**config.mk**
```make
export PLATFORM = sky130hd
export DESIGN_NAME = dor_top
export DESIGN_NICKNAME = d
export VERILOG_FILES = /design/src/hw/dor_pkg.sv /design/src/hw/dor_brake_pwm.sv /design/src/hw/dor_pulse_gen.sv /design/src/hw/dor_top.sv
export SDC_FILE = /design/constraint.sdc
export NUM_CORES = 2
export LEC_CHECK = 0
export BUFFER_PORTS_ARGS = -buffer_cell sky130_fd_sc_hd__clkbuf_2
export CAP_MARGIN = 40
export CORE_ASPECT_RATIO = 1.25
export CORE_MARGIN = 5
export CORE_UTILIZATION = 50
export CTS_CLUSTER_DIAMETER = 80
export DETAILED_ROUTE_END_ITERATION = 10
export PLACE_DENSITY = 0.69
export SYNTH_ARGS = -nofsm -noshare
export SYNTH_HDL_FRONTEND = slang
export SYNTH_SLANG_ARGS = --single-unit
```
**constraint.sdc**
```tcl
create_clock -name clk -period 13.8 [get_ports clk]
set_input_delay 1.38 -clock clk [delete_from_list [all_inputs] [get_ports clk]]
set_output_delay 1.38 -clock clk [all_outputs]
set_load 0.02 [all_outputs]
```
**src/hw/dor_pkg.sv**
```systemverilog
// Notes on behaviour
// [RULE1] routing acts only while enable equals one
// [RULE2] high byte source, low byte gating bit
// [RULE3] one sixteen bit routing word per output
// [RULE4] entry one soft pwm, then outputs one..n
// [RULE5] soft pwm 2 kHz, others 500 Hz
// [RULE6] source passes only while gating bit active
// [RULE7] bit seven inverts the gating bit sense
// [RULE8] software writes deactivation value to disable output
// [RULE9] selector 00 high, 01 low
// [RULE10] selectors 02..08 encoder count divided 1..64
// [RULE11] selectors 09..0f position divided 1..64
// [RULE12] divider one: one pulse per increment
// [RULE13] selector 10 brake pwm, 11 inverted
// [RULE14] software gates brake pwm with bit zero
// [RULE15] undocumented selectors drive output low
// [RULE16] per output counter paces divided pulses
package dor_pkg;

    // ----------------------------------------------------------------
    // sizes and timing
    // ----------------------------------------------------------------
    localparam int NUM_OUT = 3;
    localparam int CLK_HZ = 20_000_000;
    localparam int SPWM_MAX_HZ = 2000;
    localparam int OUT_MAX_HZ = 500;
    // a full period at the limit is one high and one low half
    localparam int SPWM_HOLD_CYCLES = CLK_HZ / (2 * SPWM_MAX_HZ);
    localparam int OUT_HOLD_CYCLES = CLK_HZ / (2 * OUT_MAX_HZ);
    localparam int PCT_FULL = 100;
    localparam logic [17:0] CLK_PER_PCT = 18'(CLK_HZ / PCT_FULL);
    localparam logic [15:0] PWM_FREQ_MIN = 16'h0032;
    localparam logic [15:0] PWM_FREQ_MAX = 16'h4e20;
    localparam logic [7:0] PWM_DUTY_MIN = 8'h02;
    localparam logic [7:0] PWM_DUTY_MAX = 8'h64;

    // ----------------------------------------------------------------
    // register map
    // ----------------------------------------------------------------
    localparam logic [7:0] ADDR_ENABLE = 8'h00;
    localparam logic [7:0] ADDR_CTRL = 8'h04;
    localparam logic [7:0] ADDR_ROUTE0 = 8'h08;
    localparam logic [7:0] ADDR_PWM_FREQ = 8'h14;
    localparam logic [7:0] ADDR_PWM_DUTY = 8'h18;
    localparam logic [7:0] ADDR_OUT_STATE = 8'h1c;
    localparam logic [7:0] ROUTE_STRIDE = 8'h04;

    localparam logic [15:0] ROUTE_OFF = 16'h0fff;
    localparam logic [15:0] ROUTE_RESET = ROUTE_OFF;
    localparam logic [31:0] CTRL_RESET = 32'h0000_0000;
    localparam logic [15:0] PWM_FREQ_RESET = 16'h03e8;
    localparam logic [7:0] PWM_DUTY_RESET = 8'h32;
    // plain outputs follow the control word from this bit upward
    localparam int CTRL_OUT_BASE = 16;

    // ----------------------------------------------------------------
    // source selectors
    // ----------------------------------------------------------------
    localparam logic [7:0] SEL_HIGH = 8'h00;
    localparam logic [7:0] SEL_LOW = 8'h01;
    localparam logic [7:0] SEL_ENC_FIRST = 8'h02;
    localparam logic [7:0] SEL_ENC_LAST = 8'h08;
    localparam logic [7:0] SEL_POS_FIRST = 8'h09;
    localparam logic [7:0] SEL_POS_LAST = 8'h0f;
    localparam logic [7:0] SEL_PWM = 8'h10;
    localparam logic [7:0] SEL_PWM_INV = 8'h11;

    typedef struct packed {
        logic [7:0] src_sel;
        logic gate_inv;
        logic [6:0] gate_idx;
    } dor_route_t;

    typedef struct packed {
        logic [31:0] raw_encoder_count;
        logic [31:0] actual_position_value;
    } dor_motion_t;

    typedef enum logic [1:0] {
        PG_IDLE = 2'b00,
        PG_HIGH = 2'b01,
        PG_LOW = 2'b10
    } dor_pg_state_t;

endpackage

```
**src/hw/dor_brake_pwm.sv**
```systemverilog
module dor_brake_pwm
    import dor_pkg::*;
(
    input wire logic clk,
    input wire logic arst_n,
    input wire logic [15:0] freq_hz,
    input wire logic [7:0] duty_pct,
    output logic pwm
);

    logic [24:0] phase_q;
    logic pwm_q;

    // out-of-range settings are clamped rather than refused
    wire [15:0] freq = (freq_hz < PWM_FREQ_MIN) ? PWM_FREQ_MIN :
                       (freq_hz > PWM_FREQ_MAX) ? PWM_FREQ_MAX : freq_hz;
    wire [7:0] duty = (duty_pct < PWM_DUTY_MIN) ? PWM_DUTY_MIN :
                      (duty_pct > PWM_DUTY_MAX) ? PWM_DUTY_MAX : duty_pct;
    // phase accumulator avoids a divider: one wrap per period
    wire [24:0] phase_sum = phase_q + {9'h000, freq};
    wire [24:0] phase_d = (phase_sum >= 25'(CLK_HZ)) ? phase_sum - 25'(CLK_HZ) : phase_sum;
    // operands widened first so the product cannot wrap before it is sized
    wire [25:0] thresh = {18'h00000, duty} * {8'h00, CLK_PER_PCT};

    always_ff @(posedge clk or negedge arst_n)
    begin
        if (!arst_n)
        begin
            phase_q <= 25'h0000000;
            pwm_q <= 1'b0;
        end
        else
        begin
            phase_q <= phase_d;
            pwm_q <= ({1'b0, phase_d} < thresh); // [RULE13]
        end
    end

    assign pwm = pwm_q;

endmodule

```
**src/hw/dor_pulse_gen.sv**
```systemverilog
module dor_pulse_gen
    import dor_pkg::*;
(
    input wire logic clk,
    input wire logic arst_n,
    input wire logic en,
    input wire logic [31:0] value,
    input wire logic [2:0] div_shift,
    input wire logic [15:0] hold_cycles,
    output logic pulse
);

    logic [31:0] prev_q;
    logic [5:0] frac_q;
    logic [5:0] frac_d;
    logic [17:0] owed_q;
    logic [17:0] owed_d;
    logic [15:0] cnt_q;
    logic [15:0] cnt_d;
    dor_pg_state_t state_q;
    dor_pg_state_t state_d;
    logic pulse_q;
    logic pulse_d;

    // ----------------------------------------------------------------
    // increment counting
    // ----------------------------------------------------------------
    // movement in either direction counts; a huge jump saturates
    wire [31:0] diff = value - prev_q;
    wire [31:0] mag = diff[31] ? (~diff + 32'h0000_0001) : diff;
    wire [15:0] steps = (mag[31:16] != 16'h0000) ? 16'hffff : mag[15:0];
    wire [16:0] sum = {1'b0, steps} + {11'h000, frac_q};
    wire [16:0] new_pulses = sum >> div_shift; // [RULE10] [RULE11] [RULE12]
    wire [16:0] frac_mask = (17'h00001 << div_shift) - 17'h00001;
    wire take = (state_q == PG_IDLE) && (owed_q != 18'h00000);
    wire [18:0] owed_sum = {1'b0, owed_q} + {2'b00, new_pulses} - {18'h00000, take};

    assign frac_d = 6'(sum & frac_mask);
    assign owed_d = owed_sum[18] ? 18'h3ffff : owed_sum[17:0];

    // ----------------------------------------------------------------
    // pacing: each pulse is one hold high and one hold low
    // ----------------------------------------------------------------
    always_comb
    begin
        state_d = state_q;
        cnt_d = cnt_q;
        pulse_d = pulse_q;
        case (state_q)
            PG_IDLE:
            begin
                if (take)
                begin
                    state_d = PG_HIGH; // [RULE16]
                    pulse_d = 1'b1;
                    cnt_d = hold_cycles - 16'h0001;
                end
            end
            PG_HIGH:
            begin
                if (cnt_q == 16'h0000)
                begin
                    state_d = PG_LOW;
                    pulse_d = 1'b0;
                    cnt_d = hold_cycles - 16'h0001;
                end
                else
                begin
                    cnt_d = cnt_q - 16'h0001;
                end
            end
            PG_LOW:
            begin
                if (cnt_q == 16'h0000)
                begin
                    state_d = PG_IDLE;
                end
                else
                begin
                    cnt_d = cnt_q - 16'h0001;
                end
            end
            default:
            begin
                state_d = PG_IDLE;
                pulse_d = 1'b0;
            end
        endcase
    end

    always_ff @(posedge clk or negedge arst_n)
    begin
        if (!arst_n)
        begin
            prev_q <= 32'h0000_0000;
            frac_q <= 6'h00;
            owed_q <= 18'h00000;
            cnt_q <= 16'h0000;
            state_q <= PG_IDLE;
            pulse_q <= 1'b0;
        end
        else
        begin
            // previous value tracks always, so enabling never sees a stale jump
            prev_q <= value;
            frac_q <= en ? frac_d : 6'h00;
            owed_q <= en ? owed_d : 18'h00000;
            cnt_q <= en ? cnt_d : 16'h0000;
            state_q <= en ? state_d : PG_IDLE;
            pulse_q <= en ? pulse_d : 1'b0;
        end
    end

    assign pulse = pulse_q;

endmodule

```
**src/hw/dor_top.sv**
```systemverilog
module dor_top
    import dor_pkg::*;
#(
    parameter int SPWM_HOLD_CYC = SPWM_HOLD_CYCLES,
    parameter int OUT_HOLD_CYC = OUT_HOLD_CYCLES
)
(
    input wire logic clk,
    input wire logic arst_n,
    input wire logic [7:0] reg_addr,
    input wire logic [31:0] reg_wdata,
    input wire logic reg_wr,
    input wire logic reg_rd,
    output logic [31:0] reg_rdata,
    input wire dor_motion_t motion,
    output logic [NUM_OUT-1:0] dout
);

    logic route_enable_q;
    logic [31:0] ctrl_q;
    logic [15:0] route_q [NUM_OUT];
    logic [15:0] pwm_freq_q;
    logic [7:0] pwm_duty_q;
    logic [31:0] rdata_q;
    logic [NUM_OUT-1:0] out_q;
    logic brake_pwm;

    // ----------------------------------------------------------------
    // register decode
    // ----------------------------------------------------------------
    wire hit_enable = (reg_addr == ADDR_ENABLE);
    wire hit_ctrl = (reg_addr == ADDR_CTRL);
    wire hit_freq = (reg_addr == ADDR_PWM_FREQ);
    wire hit_duty = (reg_addr == ADDR_PWM_DUTY);
    wire hit_state = (reg_addr == ADDR_OUT_STATE);
    wire [7:0] route_off = reg_addr - ADDR_ROUTE0;
    wire [7:0] route_sel = route_off >> 2;
    wire hit_route = (reg_addr >= ADDR_ROUTE0) && (route_off[1:0] == 2'b00) &&
                     (route_sel < 8'(NUM_OUT));

    logic [31:0] rd_mux;
    always_comb
    begin
        rd_mux = 32'h0000_0000;
        if (hit_enable)
        begin
            rd_mux = {31'h0000_0000, route_enable_q};
        end
        else if (hit_ctrl)
        begin
            rd_mux = ctrl_q;
        end
        else if (hit_route)
        begin
            rd_mux = {16'h0000, route_q[route_sel[1:0]]};
        end
        else if (hit_freq)
        begin
            rd_mux = {16'h0000, pwm_freq_q};
        end
        else if (hit_duty)
        begin
            rd_mux = {24'h000000, pwm_duty_q};
        end
        else if (hit_state)
        begin
            rd_mux = {{(32-NUM_OUT){1'b0}}, out_q};
        end
    end

    always_ff @(posedge clk or negedge arst_n)
    begin
        if (!arst_n)
        begin
            route_enable_q <= 1'b0;
            ctrl_q <= CTRL_RESET;
            pwm_freq_q <= PWM_FREQ_RESET;
            pwm_duty_q <= PWM_DUTY_RESET;
        end
        else if (reg_wr)
        begin
            if (hit_enable)
            begin
                route_enable_q <= reg_wdata[0];
            end
            if (hit_ctrl)
            begin
                ctrl_q <= reg_wdata;
            end
            if (hit_freq)
            begin
                pwm_freq_q <= reg_wdata[15:0];
            end
            if (hit_duty)
            begin
                pwm_duty_q <= reg_wdata[7:0];
            end
        end
    end

    // read data valid only in the cycle after the strobe
    always_ff @(posedge clk or negedge arst_n)
    begin
        if (!arst_n)
        begin
            rdata_q <= 32'h0000_0000;
        end
        else
        begin
            rdata_q <= reg_rd ? rd_mux : 32'h0000_0000;
        end
    end

    // ----------------------------------------------------------------
    // shared brake pwm source
    // ----------------------------------------------------------------
    dor_brake_pwm u_pwm (
        .clk(clk),
        .arst_n(arst_n),
        .freq_hz(pwm_freq_q),
        .duty_pct(pwm_duty_q),
        .pwm(brake_pwm)
    );

    // ----------------------------------------------------------------
    // per output routing
    // ----------------------------------------------------------------
    // entry 0 is the soft pwm output, entry k the output k
    for (genvar i = 0; i < NUM_OUT; i++)
    begin : g_out
        localparam int HOLD = (i == 0) ? SPWM_HOLD_CYC : OUT_HOLD_CYC;
        localparam logic [15:0] HOLD16 = 16'(HOLD);

        logic kind_enc_q;
        logic [15:0] lim_cnt_q;
        logic pulse;

        always_ff @(posedge clk or negedge arst_n)
        begin
            if (!arst_n)
            begin
                route_q[i] <= ROUTE_RESET;
            end
            else if (reg_wr && hit_route && (route_sel[1:0] == 2'(i)))
            begin
                route_q[i] <= reg_wdata[15:0]; // [RULE3] [RULE4]
            end
        end

        wire dor_route_t rw = route_q[i];
        wire [7:0] sel = rw.src_sel; // [RULE2]
        wire is_enc = (sel >= SEL_ENC_FIRST) && (sel <= SEL_ENC_LAST);
        wire is_pos = (sel >= SEL_POS_FIRST) && (sel <= SEL_POS_LAST);
        wire [7:0] enc_rel = sel - SEL_ENC_FIRST;
        wire [7:0] pos_rel = sel - SEL_POS_FIRST;
        wire [2:0] div_shift = is_enc ? enc_rel[2:0] : pos_rel[2:0];
        wire [31:0] mval = is_enc ? motion.raw_encoder_count : motion.actual_position_value;
        // indices above 31 point past the control word and read as zero
        wire gate_raw = (rw.gate_idx[6:5] == 2'b00) && ctrl_q[rw.gate_idx[4:0]];
        wire gate_on = gate_raw ^ rw.gate_inv; // [RULE7]
        wire active = route_enable_q && (route_q[i] != ROUTE_OFF); // [RULE1] [RULE8]
        // a switch between encoder and position drops the counter for one cycle
        wire pg_en = active && (is_enc || is_pos) && (kind_enc_q == is_enc);

        wire src_level = (sel == SEL_HIGH) ? 1'b1 : // [RULE9]
                         (sel == SEL_LOW) ? 1'b0 :
                         (sel == SEL_PWM) ? brake_pwm : // [RULE13]
                         (sel == SEL_PWM_INV) ? ~brake_pwm :
                         (is_enc || is_pos) ? pulse : 1'b0; // [RULE15]
        wire plain = (i == 0) ? 1'b0 : ctrl_q[CTRL_OUT_BASE + i - 1];
        wire target = active ? (src_level & gate_on) : plain; // [RULE6]

        dor_pulse_gen u_pg (
            .clk(clk),
            .arst_n(arst_n),
            .en(pg_en),
            .value(mval),
            .div_shift(div_shift),
            .hold_cycles(HOLD16),
            .pulse(pulse)
        );

        // rate limit: after any change the level holds for a half period
        always_ff @(posedge clk or negedge arst_n)
        begin
            if (!arst_n)
            begin
                kind_enc_q <= 1'b0;
                lim_cnt_q <= 16'h0000;
                out_q[i] <= 1'b0;
            end
            else
            begin
                kind_enc_q <= is_enc;
                if (lim_cnt_q != 16'h0000)
                begin
                    lim_cnt_q <= lim_cnt_q - 16'h0001;
                end
                else if (target != out_q[i])
                begin
                    out_q[i] <= target; // [RULE5]
                    lim_cnt_q <= HOLD16 - 16'h0001;
                end
            end
        end
    end

    assign reg_rdata = rdata_q;
    assign dout = out_q;

endmodule

```
Yosys cells after proc, flatten, opt, wreduce, memory -nomap -nowiden:

Cells that the tools add are included.

* memories kept: 0
* ROM bits: 0
* register bits: 442
* memory bits (writable): 0
* logic and storage cells: 347
* bits in latches: 0

* $mul: 1
* bitwise gates (word level): 17
* add/subtract/negate cells: 33
* multiplexer cells: 108
* shift operators: 6
* eq/ne operators: 48
* divide/modulo/power cells: 0
* $lt $le $gt $ge: 24
* reductions and logical operators: 73

Operators with widths (count)
* two-way mux 16 bit: 26
* two-way mux 32 bit: 10
* one-hot mux 16 bit (3 select lines): 3
* two-way mux 18 bit: 6
* adder 32 x 1 -> 32 bit, second input constant: 3
* inverter 32 bit: 3
* nonzero test 16 bit: 6
* subtractor 16 x 1 -> 16 bit, second input constant: 6
* subtractor 32 bit: 3
* equality test 8 x 5 -> 1 bit, second input constant: 9
* adder 18 x 17 -> 19 bit: 3
* subtractor 19 x 1 -> 19 bit: 3
* nonzero test 18 bit: 3
* adder 16 x 6 -> 17 bit: 3
* >> shifter 17 x 3 -> 17 bit: 3
* less-or-equal comparator 8 x 4 -> 1 bit, second input constant: 6
* logical NOT 16 bit: 3
* inequality test 16 x 12 -> 1 bit, second input constant: 3
* binary-select mux 16 bit (select 2 bit): 1
* >= comparator 8 x 4 -> 1 bit, second input constant: 4
* logical NOT 8 bit: 4
* two-way mux 1 bit: 30
* logical AND 1 bit: 27
* AND reduction 3 bit: 9
* 45 further kinds: 133

Depth between registers and ports, before layout:

* depth after elaboration: 15
* gate-level depth with buffers: 61

Hierarchy:

A second synthesis with hierarchy kept.

* cell total of the unflattened synthesis: 5088
* area, all modules: 43524.2 µm²

By module, submodules not included
* dor_pulse_gen (g_out[1].u_pg ...): area each 9211.3 µm², instances 2, cells an instance 1172, sequential area each 1876.8 µm²
* dor_top: area each 11020.6 µm², instances 1, cells an instance 952, sequential area each 4835.9 µm²
* dor_pulse_gen (g_out[0].u_pg): area each 9432.8 µm², instances 1, cells an instance 1251, sequential area each 1876.8 µm²
* dor_brake_pwm: area each 4648.2 µm², instances 1, cells an instance 541, sequential area each 650.6 µm²

Least setup slack after synthesis:

No wires, ideal clock.

* path kind: reg-to-reg
* start point: register route_q, in the netlist g_out[1].rw[15]
* end point: register g_out[1].u_pg.owed_q[10]
* buffers on the path: 6
* clock period less this slack: 12.395 ns
* stages on the path, launching flop included: 58
* arrival: 12.258 ns
* path slack: 1.405 ns
* cell sequence: dfrtp_1 > or3_1 > or2_2 > nor2_1 > clkbuf_1 > clkbuf_1 > mux2_2 > ha_1 > buf_6 > a21o_4 > a221oi_4 > and2_4 > a211oi_4 > or3_4 > a2111oi_4 > nand4_2 > or4_1 > a21oi_2 > [22 not listed] > inv_1 > fa_1 > a21o_1 > a21oi_1 > o21bai_1 > a21oi_1 > o21bai_1 > a21oi_1 > o21bai_1 > a21oi_1 > o21bai_1 > a31oi_1 > o21ai_0 > o21ai_0 > a21oi_1 > xnor2_1 > clkbuf_1 > a21oi_1

* cells in the longest elaborated chain, start to end: 15
* elaborated cells between the ends (all ways): 26
* classes of those cells: add/sub: 5; order compare: 4; eq/ne: 2; shift: 1; mux: 6; bitwise: 1; reduce/logical: 7

RTL lines
* from (decl): RTL line dor_top.sv:21 `logic [15:0] route_q [NUM_OUT];`
* from (signal, indexed assignment): RTL line dor_top.sv:146 `route_q[i] <= reg_wdata[15:0];`
* >= comparator 8 x 2 -> 1 bit / less-or-equal comparator 8 x 4 -> 1 bit (equally long branches): RTL line dor_top.sv:152 `wire is_enc = (sel >= SEL_ENC_FIRST) && (sel <= SEL_ENC_LAST);`
* logical AND 1 bit *: RTL line dor_top.sv:152
* two-way mux 32 bit *: RTL line dor_top.sv:157 `wire [31:0] mval = is_enc ? motion.raw_encoder_count : motion.actual_position_value;`
* via g_out[1].mval[10]: RTL line dor_top.sv:157
* subtractor 32 bit *: RTL line dor_pulse_gen.sv:29 `wire [31:0] diff = value - prev_q;`
* inverter 32 bit: RTL line dor_pulse_gen.sv:30 `wire [31:0] mag = diff[31] ? (~diff + 32'h0000_0001) : diff;`
* adder 32 x 1 -> 32 bit: RTL line dor_pulse_gen.sv:30
* two-way mux 32 bit *: RTL line dor_pulse_gen.sv:30
* nonzero test 16 bit: RTL line dor_pulse_gen.sv:31 `wire [15:0] steps = (mag[31:16] != 16'h0000) ? 16'hffff : mag[15:0];`
* two-way mux 16 bit *: RTL line dor_pulse_gen.sv:31
* adder 16 x 6 -> 17 bit *: RTL line dor_pulse_gen.sv:32 `wire [16:0] sum = {1'b0, steps} + {11'h000, frac_q};`
* >> shifter 17 x 3 -> 17 bit *: RTL line dor_pulse_gen.sv:33 `wire [16:0] new_pulses = sum >> div_shift;`
* adder 18 x 17 -> 19 bit *: RTL line dor_pulse_gen.sv:36 `wire [18:0] owed_sum = {1'b0, owed_q} + {2'b00, new_pulses} - {18'h00000, take};`
* subtractor 19 x 1 -> 19 bit *: RTL line dor_pulse_gen.sv:36
* two-way mux 18 bit *: RTL line dor_pulse_gen.sv:39 `assign owed_d = owed_sum[18] ? 18'h3ffff : owed_sum[17:0];`
* two-way mux 18 bit *: RTL line dor_pulse_gen.sv:107 `owed_q <= en ? owed_d : 18'h00000;`
* to (signal assigned): RTL line dor_pulse_gen.sv:107
* to (decl): RTL line dor_pulse_gen.sv:16 `logic [17:0] owed_q;`

Mark *: on every way through the listed nets, which the timed path passes. The rest lies on a longest branch.
A chain may end at the register's enable or synchronous reset.

Final worst setup path:

* start point: register route_q, in the netlist g_out[1].rw[15]
* end point: register g_out[1].u_pg.owed_q[15]

The elaborated chain is that of the path after synthesis.

==> flow_metrics.py <==
metrics = {
    "status": {
        "status": "complete, no violations",
    },
    "sta": {
        "tightest_slew_ns": 0.9871,
        "tns_ns": 0,
        "hold_violations": 0,
        "finalHoldWorstSlack_ns": 0.4788,
        "slew_violations": 0,
        "relSlewSlack_pct": 33.33,
        "max_clock_freq_mhz": 78.02,
        "rsz0062_at_grt": "false",
        "fin_worst_skew_ns": 0.01743,
        "finalCritPeriodShare_pct": 92.88,
        "finalSetupViolCount": 0,
        "period_needed_ns": 12.82,
    },
    "synthesis": {
        "ys_seq_area_share_pct": 27.50,
        "synthDistinctLibCells": 124,
        "synth_seq_cells": 442,
        "synth_edf_count": 0,
        "ys.flop_type": "dfrtp_1",
        "yosysTopAreaCell": "dfrtp_1",
        "synth_area_um2": 40430,
        "synthDominantCellAreaShare_pct": 24.57,
        "synthCells": 4754,
        "async_flop_share_pct": 100.0,
        "ys_warn_count": 0,
        "ys_top_cells_by_count": "inv_1, dfrtp_1, nor2_1",
        "avgSynthCellArea_um2": 8.504,
        "synth_area_leaders": "dfrtp_1, ha_1, mux2_2",
        "synthMostInstantiatedCell": "inv_1",
    },
    "finish": {
        "fillers": 7424,
        "drive_above_1_share_pct": 14.52,
        "regArea_um2": 11120,
        "fin_nets": 5334,
        "syn_to_final_growth_pct": 9.733,
        "final_util_pct": 55.37,
        "multi_input_area_um2": 27050,
    },
    "die": {
        "dieArea_um2": 86680,
        "pin_count": 143,
        "die-width_um": 264.3,
        "die_h_um": 327.9,
        "start_util_pct": 50.46,
        "coreArea_um2": 80120,
        "rows": 116,
    },
    "clock_network": {
        "clk_pin_slew_worst_paths_ns": 0.06,
        "cts_tree": "yes",
        "htree_levels": 2,
        "hold_buffers": 0,
        "cts.sink_count": 442,
        "clk_latency_ns": 0.65,
        "cts_made_buffers": 51,
        "root_buffer": "clkbuf_16",
        "cts.path.max_buffers": 3,
    },
    "pwr": {
        "p_per_area_nw_per_um2": 171.0,
        "max-vdd-ir-drop_v": 0.0001766,
        "p_sw_mw": 3.456,
        "switching_share_pct": 45.55,
        "clockPowerShare_pct": 19.4,
        "total_power_mw": 7.587,
        "p_seq_share_pct": 21.2,
        "p_comb_share_pct": 59.4,
        "intPower_mw": 4.131,
        "cellLeakagePower_nw": 20.50,
    },
    "place": {
        "place.gp.congestion": 0.9582,
        "portBuffers": 142,
        "dp_hpwl_mm": 87.70,
    },
    "setup_path": {
        "startpoint_type": "register",
        "crit_required_ns": 14.31,
        "crit_path_max_incr_delay_ns": 0.49,
        "arrival_ns": 13.33,
        "critPathCaptureType": "register",
        "crit_slowest_cell": "or4_4",
        "worstSetupPathType": "register to register",
        "worstPathMaxFanout": 18,
        "crit_top_cell": "a21oi_1",
    },
    "drt": {
        "drtPass1Iterations": 5,
        "wirelength_mm": 112.5,
        "route.detailed.drc": 0,
        "ant_nets": 0,
        "routedWlPerCell_um": 18.88,
        "vias": 35830,
        "drt_iter0_drc": 2274,
        "avgViaCountPerCell": 6.012,
    },
    "global_routing": {
        "grt_max_degree": 112,
        "antenna_found_initial": 8,
        "grt.total_usage_pct": 25.12,
        "grt_pass1_vias": 34920,
        "grt_pass1_wl_mm": 182.3,
        "grt_overflow_total": 0,
    },
    "min_path": {
        "worstHoldPathType": "register to register",
    },
    "flow_run": {
        "maxCapViolations": 0,
    },
}
routing by layer:
metal	global-route usage (%)	vias up	share of wire, %
met5	0	-	0.012
met4	12.19	2	5.5
met3	3.431	264	5.3
met2	44.18	999	49
met1	30.32	17160	40
li1	-	17410	-
area by class of cell:
type | count | area share, %
Clock inverter | 32 | 0.8941
Antenna cell | 7 | 0.03949
Multi-Input combinational cell | 3705 | 60.97
Timing Repair Buffer | 215 | 3.162
Tap cell | 1062 | 2.995
Inverter | 433 | 3.664
Sequential cell | 442 | 25.06
Clock buffer | 64 | 3.221
registers in the layout (all words and copies together), names as in the netlist, 6 cells and up:
register	flops
g_out.u_pg.prev_q	96
g_out.u_pg.owed_q	54
g_out.lim_cnt_q	48
g_out.rw	48
g_out.u_pg.cnt_q	48
ctrl_q	32
reg_rdata	32
u_pwm.phase_q	25
g_out.u_pg.frac_q	18
pwm_freq_q	16
pwm_duty_q	8
g_out.u_pg.state_q	6
worst max-delay path: cells and delay by family (launching register included):
| family | cells | cell delay [ns] |
|---|---|---|
| xor gates and xnor gates | 1 | 0.15 |
| AOI/OAI and AO/OA | 33 | 6.32 |
| buffers and inverters | 5 | 0.97 |
| and+or+nand+nor | 11 | 3.15 |
| adders and majority gates | 4 | 1.28 |
| DFF | 1 | 0.39 |
| muxes | 1 | 0.39 |
cells in the final DEF, fill, tap and decap left out, drive strengths merged, types with 55 or more instances in the layout:
cell type	n
a211oi	55
a21o	91
a21oi	370
and2	61
buf	74
clkbuf	205
dfrtp	397
ha	356
inv	439
mux2	213
mux2i	81
nand2	348
nand2b	59
nand3	94
nand4	59
nor2	374
nor3	162
nor4	66
o21ai	244
or3	59
xnor2	169
xor2	99
power groups by stage:
| stage | logic [mW] | registers, mW | clock network [mW] |
|---|---|---|---|
| after floorplan | 3.49 | 1.58 | 0 |
| after global placement | 4.38 | 1.62 | 0 |
| after detailed placement | 4.44 | 1.63 | 0 |
| after CTS | 4.48 | 1.61 | 1.50 |
| after global routing | 5.05 | 1.63 | 1.55 |
| final | 4.51 | 1.61 | 1.47 |
per-stage QoR:
stage	setup WS (ns)	area [µm²]	cells
final	0.9823	44360	5960
after global routing	0.01200	44350	5953
after CTS	0.6945	44180	5938
after detailed placement	0.7286	42360	5842
after global placement	0.7775	42200	5834
after floorplan	1.405	40440	4757
kinds of logic (layout without fill, tap and decap cells):
kind of cell	after synthesis	count (layout)	synth area share, %
xor+xnor	268	268	5.806
simple gates	1490	1490	18.62
compound gates	1241	1241	20.53
flops	442	442	27.50
other cells	1	11	0.009276
mux	324	324	9.610
fa+ha+maj	378	378	12.11
buf+inv	610	744	5.818
path summary, 6_finish.rpt:
path	from	to	slack, ns	cells past startpoint
max in group asynchronous	arst_n	g_out[0].u_pg.pulse	11.12	4
worst min-delay path	g_out[0].lim_cnt_q[15]	g_out[0].lim_cnt_q[15]	0.48	1
min in group asynchronous	arst_n	u_pwm.phase_q[18]	0.76	1
worst min register to register	g_out[0].lim_cnt_q[15]	g_out[0].lim_cnt_q[15]	0.48	1
worst max-delay path	g_out[1].rw[15]	g_out[1].u_pg.owed_q[15]	0.98	55
worst max register to register	g_out[1].rw[15]	g_out[1].u_pg.owed_q[15]	0.98	55
timing repair:
item / CTS / global route
resized for setup: 0 / 6
setup endpoints to repair: 0 / 38
setup buffers: 0 / 15
hold endpoints to repair: 0 / 0
Power figures use the tool's default switching activity.
